**config.mk**
```make
export PLATFORM = sky130hd
export DESIGN_NAME = dbp_top
export DESIGN_NICKNAME = d
export VERILOG_FILES = /design/src/inc/dbp_pkg.sv /design/src/dbp_bridge.sv /design/src/dbp_top.sv
export SDC_FILE = /design/constraint.sdc
export NUM_CORES = 1
export LEC_CHECK = 0
export ABC_CLOCK_PERIOD_IN_PS = 7720
export CAP_MARGIN = 0
export CORE_MARGIN = 2
export CORE_UTILIZATION = 35
export DETAILED_ROUTE_END_ITERATION = 12
export DONT_BUFFER_PORTS = 1
export PLACE_DENSITY = 0.48
export SLEW_MARGIN = 30
export SYNTH_ARGS = -nofsm -noshare
export SYNTH_HDL_FRONTEND = slang
export SYNTH_SLANG_ARGS = --single-unit
```
**constraint.sdc**
```tcl
create_clock -name core_clk_i -period 7.72 [get_ports core_clk_i]
set_input_delay 1.544 -clock core_clk_i [delete_from_list [all_inputs] [get_ports core_clk_i]]
set_output_delay 1.544 -clock core_clk_i [all_outputs]
set_load 0.02 [all_outputs]
```
**src/inc/dbp_pkg.sv**
```systemverilog
// constants and types shared by the dual bridge control logic
`default_nettype none
package dbp_pkg;
    localparam int unsigned CLK_HZ = 40_000_000; // core clock rate
    localparam int unsigned CLK_NS = 25; // core clock period in ns
    // durations as printed, in their own units
    localparam int unsigned T_OFF_NS = 25_000; // constant off-time, typical
    localparam int unsigned T_BLANK_NS = 3_000; // blanking after turn-on, typical
    localparam int unsigned T_COD_NS = 50; // crossover dead time, least
    localparam int unsigned T_STBY_US = 1_000; // standby qualification interval
    localparam int unsigned T_PU_US = 30; // charge pump settle, host side
    // cycle counts derived from the rate
    localparam int unsigned OFF_CYC = T_OFF_NS / CLK_NS;
    localparam int unsigned BLANK_CYC = T_BLANK_NS / CLK_NS;
    localparam int unsigned COD_CYC = (T_COD_NS + CLK_NS - 1) / CLK_NS;
    localparam int unsigned STBY_CYC = (T_STBY_US * 1000) / CLK_NS;
    localparam int unsigned PU_CYC = (T_PU_US * 1000) / CLK_NS;
    localparam int unsigned CNT_W = 16; // bridge timer width
    localparam int unsigned STBY_W = 20; // standby timer width
    // bridge phase states
    typedef enum logic [2:0]
    {
        DBP_IDLE,
        DBP_DRIVE,
        DBP_FAST,
        DBP_DEAD,
        DBP_SLOW
    } dbp_phase_t;
endpackage
`default_nettype wire

```
**src/dbp_bridge.sv**
```systemverilog
// one full bridge: decode, fixed off-time chopping, protection hold-off
`default_nettype none
module dbp_bridge
    import dbp_pkg::*;
#(
    parameter int unsigned OFF_N = OFF_CYC,
    parameter int unsigned BLANK_N = BLANK_CYC,
    parameter int unsigned COD_N = COD_CYC
)
(
    input wire logic core_clk_i,
    input wire logic resetn_i,
    input wire logic phase_in_i, // synchronised first input
    input wire logic return_in_i, // synchronised second input
    input wire logic trip_i, // synchronised sense comparator
    input wire logic zero_cur_i, // synchronised zero current detect
    input wire logic disable_i, // fault, thermal, lockout or standby
    output logic left_drive_o, // left level
    output logic right_drive_o, // right level
    output logic left_oe_n_o, // low while left is driven
    output logic right_oe_n_o // low while right is driven
);
    import dbp_pkg::*;

    // refuse counts the timer cannot hold; dead time must end inside the off-time
    if (OFF_N < 2 || OFF_N >= (1 << CNT_W) || BLANK_N >= (1 << CNT_W) || COD_N < 1
        || COD_N >= OFF_N / 2)
    begin : g_bad_count
        $error("dbp_bridge: timing count out of range");
    end

    typedef struct packed {
        dbp_phase_t phase;
        logic [CNT_W-1:0] tmr; // off-time or blanking counter
        logic [CNT_W-1:0] dead; // dead time counter
        logic sr_on; // synchronous rectification allowed
        logic l, r, loe_n, roe_n;
    } dbp_br_t;

    dbp_br_t st;
    dbp_br_t next_st;

    localparam logic [CNT_W-1:0] HALF_N = CNT_W'(OFF_N / 2);

    // next state and output decode
    always_comb
    begin
        logic fwd;
        logic rev;
        fwd = phase_in_i & ~return_in_i;
        rev = ~phase_in_i & return_in_i;
        next_st = st;
        case (st.phase)
            DBP_IDLE:
            begin
                // drive cycle starts with the diagonal pair on
                if (fwd || rev)
                begin
                    next_st.phase = DBP_DRIVE;
                    next_st.tmr = CNT_W'(BLANK_N);
                end
            end
            DBP_DRIVE:
            begin
                if (!(fwd || rev))
                    next_st.phase = DBP_IDLE;
                else if (st.tmr != '0)
                    next_st.tmr = st.tmr - 1'b1; // comparator masked
                else if (trip_i)
                begin
                    // trip resets the latch, decay begins
                    next_st.phase = DBP_FAST;
                    next_st.tmr = CNT_W'(OFF_N - 1);
                    next_st.sr_on = 1'b1;
                end
            end
            DBP_FAST:
            begin
                next_st.tmr = st.tmr - 1'b1;
                if (zero_cur_i)
                    next_st.sr_on = 1'b0; // stop before current reverses
                if (st.tmr == HALF_N)
                begin
                    // half the off-time spent, go dead
                    next_st.phase = DBP_DEAD;
                    next_st.dead = CNT_W'(COD_N - 1);
                end
            end
            DBP_DEAD:
            begin
                next_st.tmr = st.tmr - 1'b1;
                next_st.dead = st.dead - 1'b1;
                // re-arm for slow decay unless the current is already at zero
                next_st.sr_on = ~zero_cur_i;
                if (st.dead == '0)
                    next_st.phase = DBP_SLOW;
            end
            DBP_SLOW:
            begin
                if (zero_cur_i)
                    next_st.sr_on = 1'b0;
                if (st.tmr == '0)
                begin
                    // off-time over: re-enable drive
                    next_st.phase = DBP_DRIVE;
                    next_st.tmr = CNT_W'(BLANK_N);
                    next_st.sr_on = 1'b0;
                end
                else
                    next_st.tmr = st.tmr - 1'b1;
            end
            default:
                next_st.phase = DBP_IDLE;
        endcase
        if (disable_i || (!(fwd || rev) && st.phase != DBP_IDLE))
        begin
            next_st.phase = DBP_IDLE;
            next_st.sr_on = 1'b0;
        end
        // output decode, registered next cycle
        next_st.l = 1'b0;
        next_st.r = 1'b0;
        next_st.loe_n = 1'b1;
        next_st.roe_n = 1'b1;
        if (disable_i)
        begin
            // protection keeps both sides floating
        end
        else if (phase_in_i && return_in_i)
        begin
            // brake: both low, slow decay
            next_st.loe_n = 1'b0;
            next_st.roe_n = 1'b0;
        end
        else if (fwd || rev)
        begin
            case (next_st.phase)
                DBP_DRIVE:
                begin
                    // forward high-low, reverse low-high
                    next_st.l = fwd;
                    next_st.r = rev;
                    next_st.loe_n = 1'b0;
                    next_st.roe_n = 1'b0;
                end
                DBP_FAST:
                begin
                    // fast decay: reversed diagonal, mixed decay chop
                    next_st.l = rev;
                    next_st.r = fwd;
                    next_st.loe_n = ~next_st.sr_on;
                    next_st.roe_n = ~next_st.sr_on;
                end
                DBP_SLOW:
                begin
                    // slow decay: both low sides on while rectifying
                    next_st.loe_n = ~next_st.sr_on;
                    next_st.roe_n = ~next_st.sr_on;
                end
                default:
                begin
                    // dead time: every driver off
                end
            endcase
        end
        // both inputs low: coast, both floating
    end

    // single state register
    always_ff @(posedge core_clk_i or negedge resetn_i)
    begin
        if (!resetn_i)
        begin
            st <= '{phase: DBP_IDLE, tmr: '0, dead: '0, sr_on: 1'b0,
                    l: 1'b0, r: 1'b0, loe_n: 1'b1, roe_n: 1'b1};
        end
        else
            st <= next_st;
    end

    assign left_drive_o = st.l;
    assign right_drive_o = st.r;
    assign left_oe_n_o = st.loe_n;
    assign right_oe_n_o = st.roe_n;

    a_dead_all_off: assert property (@(posedge core_clk_i) disable iff (!resetn_i)
        st.phase == DBP_DEAD |-> (st.loe_n && st.roe_n))
        else $error("drivers on during dead time");
    a_disable_float: assert property (@(posedge core_clk_i) disable iff (!resetn_i)
        disable_i |=> (st.loe_n && st.roe_n))
        else $error("outputs driven while disabled");
    a_fast_to_dead: assert property (@(posedge core_clk_i) disable iff (!resetn_i)
        (st.phase == DBP_FAST && st.tmr == HALF_N && !disable_i
         && (phase_in_i ^ return_in_i)) |=> st.phase == DBP_DEAD)
        else $error("fast decay did not end at half off-time");
    a_blank_ignore: assert property (@(posedge core_clk_i) disable iff (!resetn_i)
        (st.phase == DBP_DRIVE && st.tmr != '0) |=> st.phase != DBP_FAST)
        else $error("trip taken during blanking");
    c_chop: cover property (@(posedge core_clk_i) disable iff (!resetn_i)
        st.phase == DBP_FAST ##[1:1000] st.phase == DBP_SLOW);
endmodule
`default_nettype wire

```
**src/dbp_top.sv**
```systemverilog
// dual bridge control: input sync, standby timer, fault latches, two bridges
//
// Contract
// forward/reverse inputs give opposite output levels
// trip while driving chops in mixed decay
// both inputs high: both outputs low
// both inputs low: both outputs float
// standby after all inputs low interval
// standby switches off pump and regulator
// host waits pump settle before PWM; the host model only drops ready_o, pins follow cmd_i
// drive starts diagonal; trip starts decay
// fixed off-time then drive again
// fast decay first half, then slow
// all drivers off at fast-slow crossover
// rectify during decay, stop at zero
// short latches per-channel fault, outputs off
// fault clears leaving standby or power-cycle
// over-temperature disables outputs until clear
// supply lockout keeps drivers off
// ignore comparator during blanking after turn-on
// durations are configurable cycle counts
// disabled bridge outputs held floating
`default_nettype none
module dbp_top
    import dbp_pkg::*;
#(
    parameter int unsigned OFF_N = dbp_pkg::OFF_CYC, // off-time cycles
    parameter int unsigned BLANK_N = dbp_pkg::BLANK_CYC, // blanking cycles
    parameter int unsigned COD_N = dbp_pkg::COD_CYC, // dead time cycles
    parameter int unsigned STBY_N = dbp_pkg::STBY_CYC // standby cycles
)
(
    input wire logic core_clk_i,
    input wire logic resetn_i, // power-up reset, also models supply cycling
    input wire logic bridge_a_phase_in_i,
    input wire logic bridge_a_return_in_i,
    input wire logic bridge_b_phase_in_i,
    input wire logic bridge_b_return_in_i,
    input wire logic [1:0] sense_trip_i, // ten times sense above reference
    input wire logic [1:0] zero_current_i, // decay current reached zero
    input wire logic [1:0] short_detect_i, // output short seen
    input wire logic over_temp_i, // thermal indication with hysteresis
    input wire logic supply_low_lockout_i, // load supply lockout
    output logic bridge_a_left_drive_o,
    output logic bridge_a_right_drive_o,
    output logic bridge_a_left_oe_n_o,
    output logic bridge_a_right_oe_n_o,
    output logic bridge_b_left_drive_o,
    output logic bridge_b_right_drive_o,
    output logic bridge_b_left_oe_n_o,
    output logic bridge_b_right_oe_n_o,
    output logic standby_o, // in low power standby
    output logic pump_enable_o, // charge pump and regulator on
    output logic [1:0] short_circuit_fault_o // latched fault per channel
);
    import dbp_pkg::*;

    // the standby count must fit its timer
    if (STBY_N < 1 || STBY_N >= (1 << STBY_W))
    begin : g_bad_stby
        $error("dbp_top: standby count out of range");
    end

    localparam int unsigned NIN = 12; // synchronised pin count

    typedef struct packed {
        logic [NIN-1:0] s1; // first sync stage, read only by s2
        logic [NIN-1:0] s2; // second sync stage
        logic [STBY_W-1:0] stby_cnt; // all-low qualification
        logic stby;
        logic pump; // own flop so the output needs no inverter
        logic [1:0] fault;
    } dbp_top_t;

    dbp_top_t st;
    dbp_top_t next_st;

    logic [NIN-1:0] pins;
    logic in_a_ph, in_a_rt, in_b_ph, in_b_rt;
    logic [1:0] trip_s, zero_s, short_s;
    logic ot_s, uv_s;
    logic all_low;
    logic [1:0] dis;

    assign pins = {supply_low_lockout_i, over_temp_i, short_detect_i, zero_current_i,
                   sense_trip_i, bridge_b_return_in_i, bridge_b_phase_in_i,
                   bridge_a_return_in_i, bridge_a_phase_in_i};
    assign {uv_s, ot_s, short_s, zero_s, trip_s, in_b_rt, in_b_ph, in_a_rt, in_a_ph} = st.s2;
    assign all_low = ~(in_a_ph | in_a_rt | in_b_ph | in_b_rt);

    // next state: sync chain, standby timer, fault latches
    always_comb
    begin
        next_st = st;
        next_st.s1 = pins;
        next_st.s2 = st.s1;
        if (!all_low)
        begin
            // any high input restarts qualification and leaves standby
            next_st.stby_cnt = '0;
            next_st.stby = 1'b0;
            if (st.stby)
                next_st.fault = 2'b00; // leaving standby clears faults
        end
        else if (st.stby_cnt >= STBY_W'(STBY_N))
            next_st.stby = 1'b1; // held low longer than interval
        else
            next_st.stby_cnt = st.stby_cnt + 1'b1;
        // set wins over the standby-exit clear
        next_st.fault = next_st.fault | short_s;
        // pump and regulator follow standby on the same edge
        next_st.pump = ~next_st.stby;
    end

    // the only state register
    always_ff @(posedge core_clk_i or negedge resetn_i)
    begin
        if (!resetn_i)
            st <= '{s1: '0, s2: '0, stby_cnt: '0, stby: 1'b0, pump: 1'b1, fault: 2'b00};
        else
            st <= next_st;
    end

    // per-channel disable from fault, heat, lockout or standby
    assign dis[0] = st.fault[0] | ot_s | uv_s | st.stby;
    assign dis[1] = st.fault[1] | ot_s | uv_s | st.stby;

    // bridge A
    dbp_bridge #(
        .OFF_N(OFF_N),
        .BLANK_N(BLANK_N),
        .COD_N(COD_N)
    ) u_bridge_a (
        .core_clk_i(core_clk_i),
        .resetn_i(resetn_i),
        .phase_in_i(in_a_ph),
        .return_in_i(in_a_rt),
        .trip_i(trip_s[0]),
        .zero_cur_i(zero_s[0]),
        .disable_i(dis[0]),
        .left_drive_o(bridge_a_left_drive_o),
        .right_drive_o(bridge_a_right_drive_o),
        .left_oe_n_o(bridge_a_left_oe_n_o),
        .right_oe_n_o(bridge_a_right_oe_n_o)
    );

    // bridge B, independent regulation
    dbp_bridge #(
        .OFF_N(OFF_N),
        .BLANK_N(BLANK_N),
        .COD_N(COD_N)
    ) u_bridge_b (
        .core_clk_i(core_clk_i),
        .resetn_i(resetn_i),
        .phase_in_i(in_b_ph),
        .return_in_i(in_b_rt),
        .trip_i(trip_s[1]),
        .zero_cur_i(zero_s[1]),
        .disable_i(dis[1]),
        .left_drive_o(bridge_b_left_drive_o),
        .right_drive_o(bridge_b_right_drive_o),
        .left_oe_n_o(bridge_b_left_oe_n_o),
        .right_oe_n_o(bridge_b_right_oe_n_o)
    );

    // status straight from flops; pump off in standby
    assign standby_o = st.stby;
    assign pump_enable_o = st.pump;
    assign short_circuit_fault_o = st.fault;

    a_stby_entry: assert property (@(posedge core_clk_i) disable iff (!resetn_i)
        !all_low ##1 all_low [*8] |-> !st.stby)
        else $error("standby entered too early");
    a_fault_hold: assert property (@(posedge core_clk_i) disable iff (!resetn_i)
        (st.fault != 2'b00 && !st.stby) |=> (st.fault & $past(st.fault)) == $past(st.fault))
        else $error("fault cleared without standby exit");
    a_fault_set: assert property (@(posedge core_clk_i) disable iff (!resetn_i)
        short_s[1] |=> st.fault[1])
        else $error("short not latched");
    a_heat_off: assert property (@(posedge core_clk_i) disable iff (!resetn_i)
        ot_s |=> (bridge_a_left_oe_n_o && bridge_b_right_oe_n_o))
        else $error("drive while over temperature");
    a_pump_off: assert property (@(posedge core_clk_i) disable iff (!resetn_i)
        st.stby |-> !pump_enable_o)
        else $error("pump on in standby");
    c_standby: cover property (@(posedge core_clk_i) disable iff (!resetn_i) st.stby);
    c_fault: cover property (@(posedge core_clk_i) disable iff (!resetn_i) st.fault == 2'b11);
    c_brake: cover property (@(posedge core_clk_i) disable iff (!resetn_i)
        in_a_ph && in_a_rt && !dis[0]);
endmodule
`default_nettype wire

```
==> Word level (Yosys, flattened, before mapping) <==
Index checks and enable logic that the tools add are counted.
{ "word_totals": {"register_bits": 128, "latchBits": 0, "mem_bits_rw": 0, "rom_bits": 0, "in_bits": 14, "output_inout_bits": 12, "wordCells": 169, "n_memories": 0} }
{ "classes": {"n_addsub": 5, "n_mul": 0, "n_div": 0, "order_cmp": 1, "eq_ne": 25, "shifts": 0, "n_mux": 61, "bitwise": 23, "n_reduce_logical": 32} }
{ "op_table": {"columns": ["op", "n"], "rows": [
  ["2-to-1 mux 16 bit", 8],
  ["one-hot mux 16 bit (4 select lines)", 2],
  ["2-to-1 mux 19 bit", 4],
  ["zero test 16 bit", 4],
  ["one-hot mux 16 bit (2 select lines)", 2],
  ["subtractor 16 x 1 -> 16 bit (second input constant)", 4],
  ["2-to-1 mux 3 bit", 12],
  ["equality test 16 x 9 -> 1 bit (second input constant)", 2],
  ["nonzero test 16 bit", 2],
  ["one-hot mux 3 bit (5 select lines)", 2],
  ["2-to-1 mux 21 bit", 1],
  ["adder 20 x 1 -> 20 bit (second input constant)", 1],
  ["greater-or-equal comparator 20 x 16 -> 1 bit (second input constant)", 1],
  ["2-to-1 mux 20 bit", 1],
  ["equality test 3 x 2 -> 1 bit (second input constant)", 6],
  ["2-to-1 mux 4 bit", 4],
  ["one-hot mux 2 bit (2 select lines)", 4],
  ["2-to-1 mux 1 bit", 13],
  ["equality test 3 x 1 -> 1 bit (second input constant)", 4],
  ["equality test 3 bit (second input constant)", 4],
  ["2-to-1 mux 2 bit", 6],
  ["!= test 2 x 1 -> 1 bit (second input constant)", 6],
  ["inverter 1 bit", 9],
  ["bitwise OR 1 bit", 9],
  ["15 further kinds", 36]
]} }

==> Depth between registers and ports, before layout <==
{ "logic_depth": {"word_depth": 13, "mapped_depth": 10, "depth_no_buf": 8} }

==> Cells and area by module <==
Synthesis repeated with hierarchy kept, for this count alone.
{ "hier_totals": {"cells_unflattened": 720, "area_unflattened_um2": 6854.1} }
{ "modules_own_cells": {"columns": ["module", "n_inst", "cells_each", "area_each_um2", "seq_area_each_um2"], "rows": [
  ["dbp_bridge", 2, 288, 2522.4, 977.2],
  ["dbp_top", 1, 144, 1809.2, 1202.4]
]} }

==> Worst setup path before layout <==
OpenSTA, ideal clock, no wires.
{ "synth_path": {"path_type": "register -> register", "start": "register u_bridge_b.st[31] (netlist bit)", "end": "register u_bridge_b.st (netlist bit u_bridge_b.left_oe_n_o)", "setup_time_ns": 0.085, "arrival_ns": 2.353, "t_required_ns": 7.635, "path_slack_ns": 5.282, "stages_incl_launch_ff": 9, "path_buffers": 2, "synth_period_minus_slack_ns": 2.438, "cell_sequence": "dfrtp_1 > buf_6 > or4_4 > or3_1 > or3_1 > buf_2 > nor4bb_4 > nor4_1 > nor3_1"} }
{ "synth_via": {"elab_chain_cells": 11, "elab_cells_between_ends": 23, "cone_classes": "eq/ne (4); mux (15); bitwise (1); reduce/logical (3)"} }
{ "synth_lines": {"columns": ["item", "line_no", "source"], "rows": [
  ["start, declared", "dbp_bridge.sv:40", "dbp_br_t st;"],
  ["start signal, assigned", "dbp_bridge.sv:174", "st <= '{phase: DBP_IDLE, tmr: '0, dead: '0, sr_on: 1'b0,"],
  ["start signal, assigned", "dbp_bridge.sv:178", "st <= next_st;"],
  ["nonzero test 16 bit", "dbp_bridge.sv:67", "else if (st.tmr != '0)"],
  ["2-to-1 mux 3 bit", "dbp_bridge.sv:67", null],
  ["2-to-1 mux 3 bit", "dbp_bridge.sv:65", "if (!(fwd || rev))"],
  ["one-hot mux 3 bit (5 select lines)", "dbp_bridge.sv:53", "case (st.phase)"],
  ["2-to-1 mux 3 bit", "dbp_bridge.sv:115", "if (disable_i || (!(fwd || rev) && st.phase != DBP_IDLE))"],
  ["equality test 3 x 2 -> 1 bit or equality test 3 bit (tied branches)", "dbp_bridge.sv:137", "case (next_st.phase)"],
  ["OR reduction 2 bit (no source line)", null, null],
  ["one-hot mux 2 bit (2 select lines) *", "dbp_bridge.sv:137", null],
  ["2-to-1 mux 4 bit *", "dbp_bridge.sv:135", "else if (fwd || rev)"],
  ["2-to-1 mux 2 bit *", "dbp_bridge.sv:129", "else if (phase_in_i && return_in_i)"],
  ["2-to-1 mux 4 bit *", "dbp_bridge.sv:125", "if (disable_i)"]
]} }
Every way passes the cells marked *; elsewhere a longest branch is shown, timed or not.
A chain may end at the register's enable or synchronous reset.

==> Worst setup path in the final report <==
{ "layout_path": {"start": "register u_bridge_b.st[21] (netlist bit)", "end": "register u_bridge_b.st[28] (netlist bit)"} }
{ "layout_via": {"elab_chain_cells": 4, "elab_cells_between_ends": 9, "cone_classes": "add/sub (1); eq/ne (1); mux (4); reduce/logical (3)"} }
{ "layout_lines": {"columns": ["item", "line_no"], "rows": [
  ["subtractor 16 x 1 -> 16 bit or nonzero test 16 bit (tied branches)", null],
  ["2-to-1 mux 16 bit", "dbp_bridge.sv:67"],
  ["2-to-1 mux 16 bit", "dbp_bridge.sv:65"],
  ["one-hot mux 16 bit (4 select lines)", "dbp_bridge.sv:53"]
]} }
Several ways; a longest one is shown, not always the timed one. The select of a mux whose other input is x is not followed.

==> qor.yml <==
via_per_inst: 5.57
fin_skew_ps: 6.22
gr-total-overflow: 0
rsz0062_at_grt: "no"
status: "finished clean"
seq_power_share_pct: 46.4
drt_first_pass_iters: 5
final_area_mm2: 0.00719
cts_resized: 0
cts_tree: "yes"
hold_depth: 0
relSlewSlack_pct: 47.5
syn_avg_cell_area_um2: 9.55
finalHoldViolations: 0
power_mw: 1.46
power.share.clock_pct: 51.2
clock-sinks: 126
grtUsageTotal_pct: 15.5
totalWireLength_um: 14400
dp.cells: 878
rows: 49
gp_congestion: 0.851
core_mm2: 0.0180
yosys-top-cells-area: "dfrtp_1 48%, o21ai_0 4.6%, nor2_1 4.0%"
switching_power_mw: 0.328
holdBufCountCts: 0
grt_pass1_wl_um: 24900
nets: 696
dr_wl_met3_um: 535
critPathArrivalTime_ps: 3310
wl_met2_um: 6870
ys.flop_type: "dfrtp_1"
seq_area_frac_synth_pct: 48.8
fin_ws_ps: 4700
period_minus_slack_ps: 3020
async_flop_share_pct: 100
antenna_found_initial: 0
stdcell_count: 910
avgRoutedWirePerCell_um: 15.9
yosysTopAreaCell: "dfrtp_1"
crit_type: "reg -> reg"
vias: 5072
netlist.area_leader.share_pct: 47.6
port_buffers: 0
clock_latency_ps: 410
synthesis.nets: 705
start_kind: "flop"
die_height_um: 140
p_comb_share_pct: 2.4
fill_cells: 1795
crit_path_max_incr_delay_ps: 600
ant_nets: 0
syn_area_mm2: 0.00646
power.internal_mw: 1.13
met1_length_um: 6910
grt_max_degree: 127
hpwl_um: 9890
synth_common_cells: "123 x dfrtp_1, 69 x nor2_1, 60 x o21ai_0"
yosysMostFrequentCell: "dfrtp_1"
highest_layer: "met4"
diodes: 0
syn_inst: 677
power_density_mw_per_mm2: 203
end_kind: "flop"
grt_pass1_vias: 4992
clockBufferDepth: 2
cp_slowest_cell: "nor4b_1"
pin_count: 26
cp.required_ps: 8020
netlist-cell-type-count: 67
p_leak_nw: 3.03
drc: 0
period_share_pct: 39.1
cts_buffers: 17
timing.fmax_mhz: 332
ys_warn_count: 0
worstMarginPinSlew_ps: 781
path_cells: "inv_1, ha_1, nor4b_1, nand4_1, o21ai_0, a21o_1, o21ai_0, a22o_1"
fp.dieArea_mm2: 0.0196
layout-drive-gt1-share_pct: 7.78
ir_drop_mv: 0.173
clk_pin_slew_ps: 60
drv_cap: 0
clockRootBuffer: "clkbuf_16"
cp_common_cell: "o21ai_0"
path_max_fanout: 10
start_util_pct: 35.9
finalSetupViolations: 0
pre_cts_slack_ps: 4840
dpl_cell_area_mm2: 0.00663
htree_levels: 4
first_iter_violations: 483
rr_worst_depth: 8
post_cts_buffers: 0
ys_ff_latch: 126
swShare_pct: 22.4
fin_tns_setup_ps: 0
synthToLayoutAreaGrowth_pct: 11.3
synth_edf_count: 0
finalMaxSlewViolations: 0
die_x_um: 140
hp-class: "reg -> reg"
-- kinds of logic after synthesis --
family                     Yosys count  share of synthesized area [%]
AOI/OAI and AO/OA                  180                           19.0
and+or+nand+nor                    276                           22.8
muxes                                4                          0.619
xor gates and xnor gates            15                           2.03
DFF                                126                           48.8
buffers and inverters               62                           4.03
adders and majority gates           14                           2.71
-- power groups by stage --
stage                     logic [mW]  clock network (mW)  registers (mW)
after floorplan               0.0279                   0           0.687
after global placement        0.0352                   0           0.690
after detailed placement      0.0354                   0           0.690
after CTS                     0.0355               0.774           0.678
after global routing          0.0404               0.799           0.679
final                         0.0354               0.749           0.678
-- state kept, by name, indices dropped and copies added (netlist names) --
name	cells
u_bridge_b.right_drive_o	1
in_a_rt	1
u_bridge_b.st	36
u_bridge_b.left_drive_o	1
short_s	2
pump_enable_o	1
next_st	12
ot_s	1
u_bridge_a.st	36
standby_o	1
st	25
u_bridge_a.left_oe_n_o	1
short_circuit_fault_o	2
u_bridge_a.right_drive_o	1
in_a_ph	1
u_bridge_b.left_oe_n_o	1
u_bridge_a.left_drive_o	1
in_b_ph	1
in_b_rt	1
-- stage by stage --
stage / utilization, % / hold WS [ps]
floorplan: - / 331
global placement: 36.8 / 334
detailed placement: 36.8 / 336
CTS: 39.9 / 348
global route: 39.9 / 364
finish: 39.9 / 345
-- metal layers --
layer | global-route usage, % | vias up
li1 | - | 2461
met1 | 21.2 | 2494
met2 | 24.3 | 104
met3 | 4.14 | 13
met5 | 0 | -
met4 | 4.58 | 0
-- cells in the final DEF (no fill, tap or decap), types with 4 or more instances in the layout --
cell type and count:
inv_1 32, a31oi_1 4, nor4_1 12, ha_1 14
o311ai_0 5, nand3b_1 6, o211ai_1 7, nor2b_1 4
and2_1 8, o21a_1 4, mux2i_1 4, and3_1 8
or4_1 13, nand3_1 36, nand2b_1 4, a21o_1 10
dfrtp_1 123, a22o_1 10, nor3b_1 4, a22oi_1 10
clkbuf_16 17, xnor2_1 5, o21bai_1 5, nor3_1 22
clkinvlp_4 5, xor2_1 10, nand2_1 39, a21oi_1 25
or2_2 6, or3_1 18, o21ai_0 60, nor2_1 69
o31ai_1 7, nand4_1 12
-- critical path: cells and delay by family, from the launching register on --
family / cells / cell delay (ps)
buffers and inverters: 1 / 70
adder cells (fa/ha/maj): 1 / 220
AO/OA/AOI/OAI: 4 / 1250
flip-flops: 1 / 400
AND/OR/NAND/NOR: 2 / 950
-- area by class of cell --
type                            instances  area (um^2)  share of cell area, %
Timing Repair Buffer                    2         15.0                  0.209
Tap cell                              229          287                   3.98
Inverter                               32          120                   1.67
Clock buffer                           19          443                   6.16
Multi-Input combinational cell        489         3060                   42.5
Sequential cell                       126         3160                   43.9
Clock inverter                         13          118                   1.63
-- worst paths after layout --
path	from	endpoint	slack [ps]
min in group asynchronous	resetn_i	st[16]	820
hold / removal	next_st[30]	st[30]	340
setup / recovery	u_bridge_b.st[21]	u_bridge_b.st[28]	4700
max in group asynchronous	resetn_i	u_bridge_a.left_oe_n_o	6670
hold reg to reg	next_st[30]	st[30]	340
setup reg to reg	u_bridge_b.st[21]	u_bridge_b.st[28]	4700
(Power assumes the default switching activity.)
